===== src/pcrc_pkg.sv =====
// Purpose: Constants and types shared by the programmable CRC block
// Assumes: 32-bit classic Wishbone slave, byte addresses
// Notes: Control registers are 16 bits wide in the low half of a word
package pcrc_pkg;
	// ****************************************************************
	// Register byte addresses
	// ****************************************************************
	localparam logic [7:0] CTRL_LO_ADR = 8'h00;
	localparam logic [7:0] CTRL_HI_ADR = 8'h04;
	localparam logic [7:0] POLY_LO_ADR = 8'h08;
	localparam logic [7:0] POLY_HI_ADR = 8'h0c;
	localparam logic [7:0] DATA_ADR = 8'h10;
	localparam logic [7:0] RESULT_ADR = 8'h14;
	localparam logic [7:0] IRQ_STAT_ADR = 8'h18;
	localparam logic [7:0] IRQ_MASK_ADR = 8'h1c;

	// ****************************************************************
	// Field positions
	// ****************************************************************
	localparam int ON_BIT = 15;
	localparam int IDLE_STOP_BIT = 13;
	localparam int COUNT_LSB = 8;
	localparam int FULL_BIT = 7;
	localparam int EMPTY_BIT = 6;
	localparam int ISEL_BIT = 5;
	localparam int GO_BIT = 4;
	localparam int LSB_FIRST_BIT = 3;
	localparam int VARIANT_BIT = 2;
	localparam int WIDTH_LSB = 8;
	localparam int POLY_LENGTH_MINUS_ONE_LSB = 0;

	// ****************************************************************
	// Sizes and limits
	// ****************************************************************
	localparam int FIFO_DEPTH = 16;
	localparam logic [4:0] FIFO_MAX_SHORT = 5'h10;
	localparam logic [4:0] FIFO_MAX_LONG = 5'h08;
	localparam logic [4:0] POLY_LENGTH_MINUS_ONE_LONG_MIN = 5'h07;
	localparam logic [15:0] POLY_LO_MASK = 16'hfffe;
	localparam logic [31:0] ALL_ONES = 32'hffff_ffff;
	localparam logic [4:0] TOP_BIT = 5'h1f;

	typedef enum logic {PCRC_IDLE, PCRC_SHIFT} pcrc_phase_e;

	// Whole state of the block
	typedef struct packed {
		logic on;
		logic idle_stop;
		logic isel;
		logic go;
		logic lsb_first;
		logic variant;
		logic [4:0] width_m1;
		logic [4:0] poly_length_minus_one_m1;
		logic [15:0] poly_lo;
		logic [15:0] poly_hi;
		logic [31:0] crc;
		logic [31:0] sr;
		logic [4:0] bits_left;
		pcrc_phase_e phase;
		logic [3:0] rd_ptr;
		logic [3:0] wr_ptr;
		logic [4:0] count;
		logic ist;
		logic imask;
		logic irq;
		logic ack;
		logic [31:0] dat;
		logic [FIFO_DEPTH-1:0][31:0] fifo;
	} pcrc_state_s;
endpackage


===== src/pcrc_top.sv =====
// Purpose: Programmable CRC generator with data FIFO, Wishbone slave
// Assumes: Single 50 MHz clock, synchronous active-low reset
// Notes: Serial engine consumes one data bit per clock
//
// Overview of operation
// - The on bit enables the whole block and resets to zero.
// - With idle-stop set the engine freezes while the device idles.
// - A read-only count shows FIFO words; pushes stop at 8 or 16 by length.
// - The full flag is set while the count is at or above its 8 or 16 limit.
// - The empty flag is set while the FIFO is empty, one at reset.
// - With event select set, the interrupt fires when the FIFO empties.
// - With event select clear, it fires when shifting has completed.
// - Software sets start to run the shifter; hardware may clear it.
// - Direction bit set shifts each word LSB first, else MSB first.
// - The variant bit picks alternate or legacy calculation mode.
// - The width field holds data word width minus one.
// - The length field holds polynomial length minus one.
// - Unimplemented bits read zero and ignore writes.
`timescale 1ns/1ns
module pcrc_top (
	input wire logic sys_clk_in,
	input wire logic rst_n_in,
	input wire logic wb_cyc_in,
	input wire logic wb_stb_in,
	input wire logic wb_we_in,
	input wire logic [7:0] wb_adr_in,
	input wire logic [3:0] wb_sel_in,
	input wire logic [31:0] wb_dat_in,
	input wire logic idle_in,
	output logic [31:0] wb_dat_out,
	output logic wb_ack_out,
	output logic irq_out
);
	// ****************************************************************
	// Helper functions
	// ****************************************************************
	// Mask of crc bits in use
	function automatic logic [31:0] len_mask(input logic [4:0] poly_length_minus_one);
		len_mask = pcrc_pkg::ALL_ONES >> (pcrc_pkg::TOP_BIT - poly_length_minus_one);
	endfunction

	// FIFO limit for a polynomial length
	function automatic logic [4:0] fifo_max(input logic [4:0] poly_length_minus_one);
		fifo_max = (poly_length_minus_one >= pcrc_pkg::POLY_LENGTH_MINUS_ONE_LONG_MIN) ?
			pcrc_pkg::FIFO_MAX_LONG : pcrc_pkg::FIFO_MAX_SHORT;
	endfunction

	// Byte-lane write mask
	function automatic logic [31:0] lane_mask(input logic [3:0] sel);
		lane_mask = {{8{sel[3]}}, {8{sel[2]}}, {8{sel[1]}}, {8{sel[0]}}};
	endfunction

	// ****************************************************************
	// State and next state
	// ****************************************************************
	pcrc_pkg::pcrc_state_s st_ff;
	pcrc_pkg::pcrc_state_s nxt_st;
	logic req;
	logic wr;
	logic [31:0] wm;
	logic [31:0] wd;
	logic run;
	logic push;
	logic pop;
	logic din;
	logic fb;
	logic [31:0] poly;
	logic [31:0] cmask;
	logic [31:0] c;
	logic [15:0] ctrl_lo;
	logic [15:0] ctrl_hi;

	// Request decode and derived control
	always_comb begin
		req = wb_cyc_in && wb_stb_in && !st_ff.ack;
		wr = req && wb_we_in;
		wm = lane_mask(wb_sel_in);
		run = st_ff.on && !(st_ff.idle_stop && idle_in);
		poly = {st_ff.poly_hi, st_ff.poly_lo} | 32'h0000_0001;
		cmask = len_mask(st_ff.poly_length_minus_one_m1);
		ctrl_lo = '0;
		ctrl_lo[pcrc_pkg::ON_BIT] = st_ff.on;
		ctrl_lo[pcrc_pkg::IDLE_STOP_BIT] = st_ff.idle_stop;
		ctrl_lo[pcrc_pkg::COUNT_LSB +: 5] = st_ff.count;
		// Full also covers a count left above a lowered limit
		ctrl_lo[pcrc_pkg::FULL_BIT] =
			(st_ff.count >= fifo_max(st_ff.poly_length_minus_one_m1));
		ctrl_lo[pcrc_pkg::EMPTY_BIT] = (st_ff.count == 5'h00);
		ctrl_lo[pcrc_pkg::ISEL_BIT] = st_ff.isel;
		ctrl_lo[pcrc_pkg::GO_BIT] = st_ff.go;
		ctrl_lo[pcrc_pkg::LSB_FIRST_BIT] = st_ff.lsb_first;
		ctrl_lo[pcrc_pkg::VARIANT_BIT] = st_ff.variant;
		ctrl_hi = '0;
		ctrl_hi[pcrc_pkg::WIDTH_LSB +: 5] = st_ff.width_m1;
		ctrl_hi[pcrc_pkg::POLY_LENGTH_MINUS_ONE_LSB +: 5] = st_ff.poly_length_minus_one_m1;
	end

	// ****************************************************************
	// Next-state logic: bus slave, FIFO, engine, interrupt
	// ****************************************************************
	always_comb begin
		nxt_st = st_ff;
		nxt_st.ack = req;
		nxt_st.dat = '0;
		wd = wb_dat_in & wm;
		push = 1'b0;
		pop = 1'b0;
		din = 1'b0;
		fb = 1'b0;
		c = st_ff.crc;
		// Register reads, unmapped reads return zero
		if (req && !wb_we_in) begin
			case (wb_adr_in)
				pcrc_pkg::CTRL_LO_ADR: nxt_st.dat = {16'h0000, ctrl_lo};
				pcrc_pkg::CTRL_HI_ADR: nxt_st.dat = {16'h0000, ctrl_hi};
				pcrc_pkg::POLY_LO_ADR: nxt_st.dat = {16'h0000, st_ff.poly_lo};
				pcrc_pkg::POLY_HI_ADR: nxt_st.dat = {16'h0000, st_ff.poly_hi};
				pcrc_pkg::RESULT_ADR: nxt_st.dat = st_ff.crc;
				pcrc_pkg::IRQ_STAT_ADR: nxt_st.dat = {31'h0, st_ff.ist};
				pcrc_pkg::IRQ_MASK_ADR: nxt_st.dat = {31'h0, st_ff.imask};
				default: nxt_st.dat = '0;
			endcase
		end
		// Register writes; reserved bits are dropped
		if (wr && wb_sel_in[1]) begin
			case (wb_adr_in)
				pcrc_pkg::CTRL_LO_ADR: begin
					nxt_st.on = wb_dat_in[pcrc_pkg::ON_BIT];
					nxt_st.idle_stop = wb_dat_in[pcrc_pkg::IDLE_STOP_BIT];
				end
				pcrc_pkg::CTRL_HI_ADR: begin
					nxt_st.width_m1 = wb_dat_in[pcrc_pkg::WIDTH_LSB +: 5];
				end
				pcrc_pkg::POLY_LO_ADR: nxt_st.poly_lo[15:8] = wb_dat_in[15:8];
				pcrc_pkg::POLY_HI_ADR: nxt_st.poly_hi[15:8] = wb_dat_in[15:8];
				default: ;
			endcase
		end
		if (wr && wb_sel_in[0]) begin
			case (wb_adr_in)
				pcrc_pkg::CTRL_LO_ADR: begin
					nxt_st.isel = wb_dat_in[pcrc_pkg::ISEL_BIT];
					nxt_st.go = wb_dat_in[pcrc_pkg::GO_BIT];
					nxt_st.lsb_first = wb_dat_in[pcrc_pkg::LSB_FIRST_BIT];
					nxt_st.variant = wb_dat_in[pcrc_pkg::VARIANT_BIT];
				end
				pcrc_pkg::CTRL_HI_ADR: begin
					nxt_st.poly_length_minus_one_m1 = wb_dat_in[pcrc_pkg::POLY_LENGTH_MINUS_ONE_LSB +: 5];
				end
				pcrc_pkg::POLY_LO_ADR: begin
					nxt_st.poly_lo[7:0] = wb_dat_in[7:0] &
						pcrc_pkg::POLY_LO_MASK[7:0];
				end
				pcrc_pkg::POLY_HI_ADR: nxt_st.poly_hi[7:0] = wb_dat_in[7:0];
				pcrc_pkg::IRQ_STAT_ADR: nxt_st.ist = st_ff.ist & !wb_dat_in[0];
				pcrc_pkg::IRQ_MASK_ADR: nxt_st.imask = wb_dat_in[0];
				default: ;
			endcase
		end
		if (wr && wb_adr_in == pcrc_pkg::RESULT_ADR) begin
			nxt_st.crc = (st_ff.crc & ~wm) | wd; // Seed preset
		end
		// Word push; ignored while off or full
		// Count may sit above a lowered limit until drained
		if (wr && wb_adr_in == pcrc_pkg::DATA_ADR && st_ff.on &&
			st_ff.count < fifo_max(st_ff.poly_length_minus_one_m1)) begin
			push = 1'b1;
			nxt_st.fifo[st_ff.wr_ptr] = wd;
			nxt_st.wr_ptr = st_ff.wr_ptr + 4'h1;
		end
		// Serial engine, one bit per clock while running
		if (run) begin
			case (st_ff.phase)
				pcrc_pkg::PCRC_IDLE: begin
					if (st_ff.go && st_ff.count != 5'h00) begin
						pop = 1'b1;
					end
				end
				pcrc_pkg::PCRC_SHIFT: begin
					din = st_ff.lsb_first ? st_ff.sr[0] : st_ff.sr[31];
					nxt_st.sr = st_ff.lsb_first ? (st_ff.sr >> 1) :
						(st_ff.sr << 1);
					if (st_ff.variant) begin
						fb = st_ff.crc[st_ff.poly_length_minus_one_m1] ^ din;
						c = (st_ff.crc << 1) & cmask;
					end else begin
						fb = st_ff.crc[st_ff.poly_length_minus_one_m1];
						c = ((st_ff.crc << 1) | {31'h0, din}) & cmask;
					end
					nxt_st.crc = fb ? ((c ^ poly) & cmask) : c;
					nxt_st.bits_left = st_ff.bits_left - 5'h01;
					if (!st_ff.go) begin
						nxt_st.phase = pcrc_pkg::PCRC_IDLE;
					end else if (st_ff.bits_left == 5'h00) begin
						if (st_ff.count != 5'h00) begin
							pop = 1'b1;
						end else begin
							nxt_st.phase = pcrc_pkg::PCRC_IDLE;
							nxt_st.go = 1'b0;
							if (!st_ff.isel) begin
								nxt_st.ist = 1'b1;
							end
						end
					end
				end
				default: nxt_st.phase = pcrc_pkg::PCRC_IDLE;
			endcase
		end
		// Pop loads the shifter, aligned for the chosen direction
		if (pop) begin
			nxt_st.phase = pcrc_pkg::PCRC_SHIFT;
			nxt_st.bits_left = st_ff.width_m1;
			nxt_st.sr = st_ff.lsb_first ? st_ff.fifo[st_ff.rd_ptr] :
				(st_ff.fifo[st_ff.rd_ptr] <<
				(pcrc_pkg::TOP_BIT - st_ff.width_m1));
			nxt_st.rd_ptr = st_ff.rd_ptr + 4'h1;
			if (st_ff.isel && st_ff.count == 5'h01 && !push) begin
				nxt_st.ist = 1'b1;
			end
		end
		nxt_st.count = st_ff.count + {4'h0, push} - {4'h0, pop};
		// Turning the block off flushes FIFO and engine
		if (!st_ff.on) begin
			nxt_st.phase = pcrc_pkg::PCRC_IDLE;
			nxt_st.count = 5'h00;
			nxt_st.rd_ptr = 4'h0;
			nxt_st.wr_ptr = 4'h0;
		end
		nxt_st.irq = nxt_st.ist && nxt_st.imask;
	end

	// ****************************************************************
	// State register
	// ****************************************************************
	always_ff @(posedge sys_clk_in) begin
		if (!rst_n_in) begin
			st_ff <= '0;
		end else begin
			st_ff <= nxt_st;
		end
	end

	assign wb_dat_out = st_ff.dat;
	assign wb_ack_out = st_ff.ack;
	assign irq_out = st_ff.irq;
endmodule // pcrc_top


===== config.mk =====
export PLATFORM = sky130hd
export DESIGN_NAME = pcrc_top
export DESIGN_NICKNAME = d
export VERILOG_FILES = /design/src/pcrc_pkg.sv /design/src/pcrc_top.sv
export SDC_FILE = /design/constraint.sdc
export NUM_CORES = 2
export LEC_CHECK = 0
export ABC_AREA = 1
export BUFFER_PORTS_ARGS = -buffer_cell sky130_fd_sc_hd__buf_2
export CAP_MARGIN = 20
export CORE_UTILIZATION = 30
export DETAILED_ROUTE_END_ITERATION = 12
export GPL_TIMING_DRIVEN = 1
export PLACE_DENSITY_LB_ADDON = 0.3
export SLEW_MARGIN = 10
export SYNTH_ARGS = -nofsm -noshare
export SYNTH_HDL_FRONTEND = slang
export SYNTH_SLANG_ARGS = --single-unit

===== constraint.sdc =====
create_clock -name sys_clk_in -period 9 [get_ports sys_clk_in]
set_input_delay 1.8 -clock sys_clk_in [delete_from_list [all_inputs] [get_ports sys_clk_in]]
set_output_delay 1.8 -clock sys_clk_in [all_outputs]
set_load 0.01 [all_outputs]

Word-level counts from Yosys, hierarchy flattened:

Index checks and enable logic that the tools add are counted.

* add/subtract/negate cells: 7
* muxes and demuxes: 50
* order comparisons: 7
* eq/ne operators: 8
* shifts and indexed selects: 2
* bitwise logic cells: 12
* reductions and logical operators: 39

Operators by type and width (count)
* $bwmux 512: 1
* $mux 32: 9
* $pmux 32 s7: 1
* $and 32x32->32: 5
* $mux 70: 2
* $bmux 32 s4: 1
* $demux 32 s4: 1
* $mux 42: 1
* $eq 8x5->1 const B: 4
* $not 32->32: 1
* $or 32x1->32: 1
* $or 32x32->32: 1
* $shl 32x5->32: 1
* $shr 32x5->32 const A: 1
* $xor 32x32->32: 1
* $mux 1: 28
* $reduce_and 2->1: 11
* $logic_and 1x1->1: 17
* $eq 8x4->1 const B: 2
* $logic_not 5->1: 2
* $lt 4x5->1 const B: 2
* $sub 5x5->5 const A: 2
* $add 4x1->4 const B: 2
* $eq 8x3->1 const B: 1
* 21 further kinds: 27

* bits of input ports: 50
* output and inout bits: 34
* word-level logic and storage cells: 165
* bits in registers: 678

Logic depth before layout (Yosys ltp):

* depth after elaboration: 14
* depth in mapped cells: 20
* gate-level depth less buffers: 19

Least setup slack after synthesis:

Ideal clock, no wire load.

* kind: input-to-reg
* from: input idle_in
* to: register st_ff (netlist bit ctrl_lo[12])
* setup time: 113 ps
* arrival time: 3953 ps
* buffers on the path: 1
* stages: 15
* slack: 4934 ps
* data required time: 8887 ps
* cells stage by stage: a21oi_1 -> inv_1 -> nor3_1 -> o21ai_1 -> inv_1 -> buf_2 -> ha_1 -> inv_1 -> ha_1 -> inv_1 -> fa_1 -> o21bai_1 -> a21oi_1 -> nor2_1 -> nor2_1

* cells in the longest elaborated chain, start to end: 5

RTL lines
* from (decl): line pcrc_top.sv:29 `input wire logic idle_in,`
* $logic_and 1x1->1: line pcrc_top.sv:78 `run = st_ff.on && !(st_ff.idle_stop && idle_in);`
* $logic_not 1->1: line pcrc_top.sv:78
* $logic_and 1x1->1: line pcrc_top.sv:78
* $mux 1: line pcrc_top.sv:172 `if (run) begin`
* $sub 5x1->5: line pcrc_top.sv:221 `nxt_st.count = st_ff.count + {4'h0, push} - {4'h0, pop};`
* to (signal assigned): line pcrc_top.sv:239 `st_ff <= nxt_st;`
* to (decl): line pcrc_top.sv:56 `pcrc_pkg::pcrc_state_s st_ff;`

No other way between the ends.
A chain may end at the register's enable or synchronous reset.

Worst setup path in the final report:

* from: register st_ff[557] (netlist name)
* to: register st_ff[574] (netlist name)

* cells in the longest elaborated chain, start to end: 5

RTL lines
* $bmux 32 s4 *: line pcrc_top.sv:213, pcrc_top.sv:214
* $mux 32 (implied by the code) *: line pcrc_top.sv:213, pcrc_top.sv:214
* $shl 32x5->32: line pcrc_top.sv:214 `(st_ff.fifo[st_ff.rd_ptr] <<`
* $mux 32 *: line pcrc_top.sv:213 `nxt_st.sr = st_ff.lsb_first ? st_ff.fifo[st_ff.rd_ptr] :`
* $mux 42 *: line pcrc_top.sv:210 `if (pop) begin`

Mark *: on every way between the ends. The rest lies on a longest branch, timed or not. The select of a mux whose other input is x is not followed.

==> summary.txt <==
pin count of the biggest net entering global routing: 249
status: complete, no violations
hold_ws: 0.443 ns
crit path launch: st_ff[557]
clock-pin slew on the worst setup and hold paths: 0.07 ns
dpl hpwl: 77.8 mm
Vias/cell: 5.29
CTS H-tree depth: 3
# setup viols final: 0
mapped cell area: 0.0336 mm²
Detailed Route WL: 125 mm
register bit total from synthesis: 678
vias in the first global route: 30,000
crit-path max cell delay: 0.87 ns
P per Cell Area: 173 mW/mm²
synth-to-layout area growth: 9.81%
Setup Skew: 0.0275 ns
worst path cell trace: buf_12 > buf_4 > nand2_1 > o21ai_0 > nand2_1 > nand3_1 > nand3_1 > nand3_1 > nand3_1 > nand3_1 > nand3_1 > o21ai_0 > nand2_1 > a21oi_1
total gr overflow: 0
Post-Place Cell Area: 0.0342 mm²
Final period util: 0.491
Min Clock Period, post-route: 4.42 ns
post-DR wirelength/cell: 20.1 µm
DIE WIDTH: 336 µm
Synth Instances: 4,871
Fillers: 12,100
endpoints failing hold: 0
initial antenna violation count: 1
Crit path top cell by count: nand3_1
max_slew headroom: 0.114
Port Buffers: 83
sequential share of the synthesized area: 0.405
worst slew pin tran: 1.33 ns
reg2reg setup slack: 4.58 ns
fin area: 0.0368 mm²
Ports: 84
Critical Path Sink: st_ff[574]
Core Rows: 122
PnR worst setup slack: 4.58 ns
clock sink count: 678
Worst Path Arrival: 4.98 ns
Hold Path Class: flip-flop to flip-flop
Longest Clk Path Bufs: 3
WHS Path Cells: 2
total power: 6.37 mW
Setup WS pre-CTS: 4.23 ns
RSZ-0062 raised after global routing: no
Synth warnings: 0
Initial Util: 0.303
cell leakage power: 13.9 nW
Mean Syn Cell Area: 6.89 µm²
drc violations: 0
CTS tree: built
cts repair resizes: 0
first-pass GRT wire length: 189 mm
Max rail drop VDD: 0.134 mV
layout cell share with drive strength beyond 1: 0.0653
Die Span Y: 336 µm
clock buffer count from CTS: 80
Critical-path top delay cell: buf_4
Worst-Skew Late Latency: 0.64 ns
crit path max fanout: 214
Synth Flop Type: dfxtp_1
FF-to-FF Start: st_ff[557]
Post-synth EDFFs: 0
Distinct cells, synth: 50
Antenna Nets Post-Route: 0
Worst setup EP type: flip-flop
setup TNS: 0 ns
DIE AREA: 0.113 mm²
Reg2Reg Capture Point: st_ff[574]
First-pass DRT Iterations: 6
Setup Fix Bufs, Post-CTS: 0
core area: 0.111 mm²
Max-Cap Viols: 0
Worst R2R Path Depth: 14
Data required, critical path: 9.56 ns
Synthesized Nets: 4,937
GPL Wtd Cong: 0.920
Nets: 4,724
hold-fix buffers at CTS: 0
DRT iter0 DRCs: 3,318
startpoint types: flip-flop
detailed-route via count: 32,800
FMAX: 0.226 GHz
pins over their slew limit: 0
asr flop ratio synth: 0
GRT Resource Usage Total: 0.216
CP Class: flip-flop to flip-flop
root buffer cell: clkbuf_16
most frequent cells in the layout: nand2_1 (786), a21oi_1 (674), dfxtp_1 (674)
most common cell after layout, fill and taps aside: nand2_1
[per-layer routing]
| layer | vias up | part of all wire | GRT usage |
|---|---|---|---|
| li1 | 15900 | - | - |
| met1 | 15500 | 0.45 | 0.297 |
| met2 | 1187 | 0.45 | 0.344 |
| met3 | 228 | 0.069 | 0.0288 |
| met4 | 0 | 0.035 | 0.0803 |
| met5 | - | 0 | 0 |
[synth_stat cells (26+ instances only)]
cell | number | area [µm²]
a221oi_1 | 28 | 245
o21a_1 | 32 | 240
buf_1 | 27 | 101
a21oi_1 | 674 | 3370
o211ai_1 | 81 | 608
xor2_1 | 26 | 228
buf_2 | 131 | 656
nor2_1 | 252 | 946
o21ai_0 | 663 | 3320
nand3_1 | 560 | 2800
inv_1 | 445 | 1670
clkbuf_1 | 205 | 769
buf_4 | 51 | 383
nand2_1 | 786 | 2950
nor3_1 | 33 | 165
dfxtp_1 | 678 | 13600
[where the power goes]
part           total (mW)  leakage, nW  internal (mW)  switching, mW
Clock                3.21         1.23           1.88           1.32
Combinational       0.166         7.17         0.0291          0.137
Sequential           3.00         5.46           3.00       0.000283
[cell type report]
class	count	area, µm²	share of cell area
diodes	3	7.51	0.000204
repair buffers	133	858	0.0233
clock inverters	14	155	0.00421
flip-flops and latches	678	13600	0.369
multi-input cells	3303	16200	0.441
inverters	462	1740	0.0473
clock buffers	124	2390	0.0650
well taps	1488	1860	0.0505
[registers in the layout (all words and copies together), names as in the netlist]
| signal | count |
|---|---|
| irq_out | 1 |
| poly | 31 |
| ctrl_lo | 11 |
| ctrl_hi | 10 |
| wb_ack_out | 1 |
| st_ff | 592 |
| wb_dat_out | 32 |
[through the flow]
step,utilization,std cells
2_1_floorplan,-,4871
3_3_place_gp,0.309,6061
3_5_place_dp,0.309,6061
4_1_cts,0.332,6199
5_1_grt,0.332,6202
6_report,0.332,6205
[critical path, delay by kind of cell (launching register included)]
kind,cells,cell delay (ns)
buffers and inverters,2,1.54
DFF,1,0.78
and+or+nand+nor,9,1.18
AOI/OAI and AO/OA,3,0.71
[cells by family (layout without fill, tap and decap cells)]
kind of cell | count (synthesis) | in the layout | share of synthesized area
adder cells (fa/ha/maj) | 16 | 16 | 0.00619
buffers and inverters | 890 | 733 | 0.113
AND/OR/NAND/NOR | 1699 | 1699 | 0.220
other | 0 | 3 | 0
XOR/XNOR | 32 | 32 | 0.00835
AO/OA/AOI/OAI | 1556 | 1556 | 0.248
flip-flops | 678 | 678 | 0.405
[worst min-delay path by stage]
stage                          start    endpoint  slack, ns
final                     st_ff[459]  st_ff[459]       0.44
after detailed placement  st_ff[459]  st_ff[459]       0.44
after CTS                 st_ff[463]  st_ff[463]       0.44
after global routing      st_ff[459]  st_ff[459]       0.47
after global placement    st_ff[463]  st_ff[463]       0.43
after floorplan           st_ff[456]  st_ff[456]       0.42
Power figures use the tool's default switching activity.
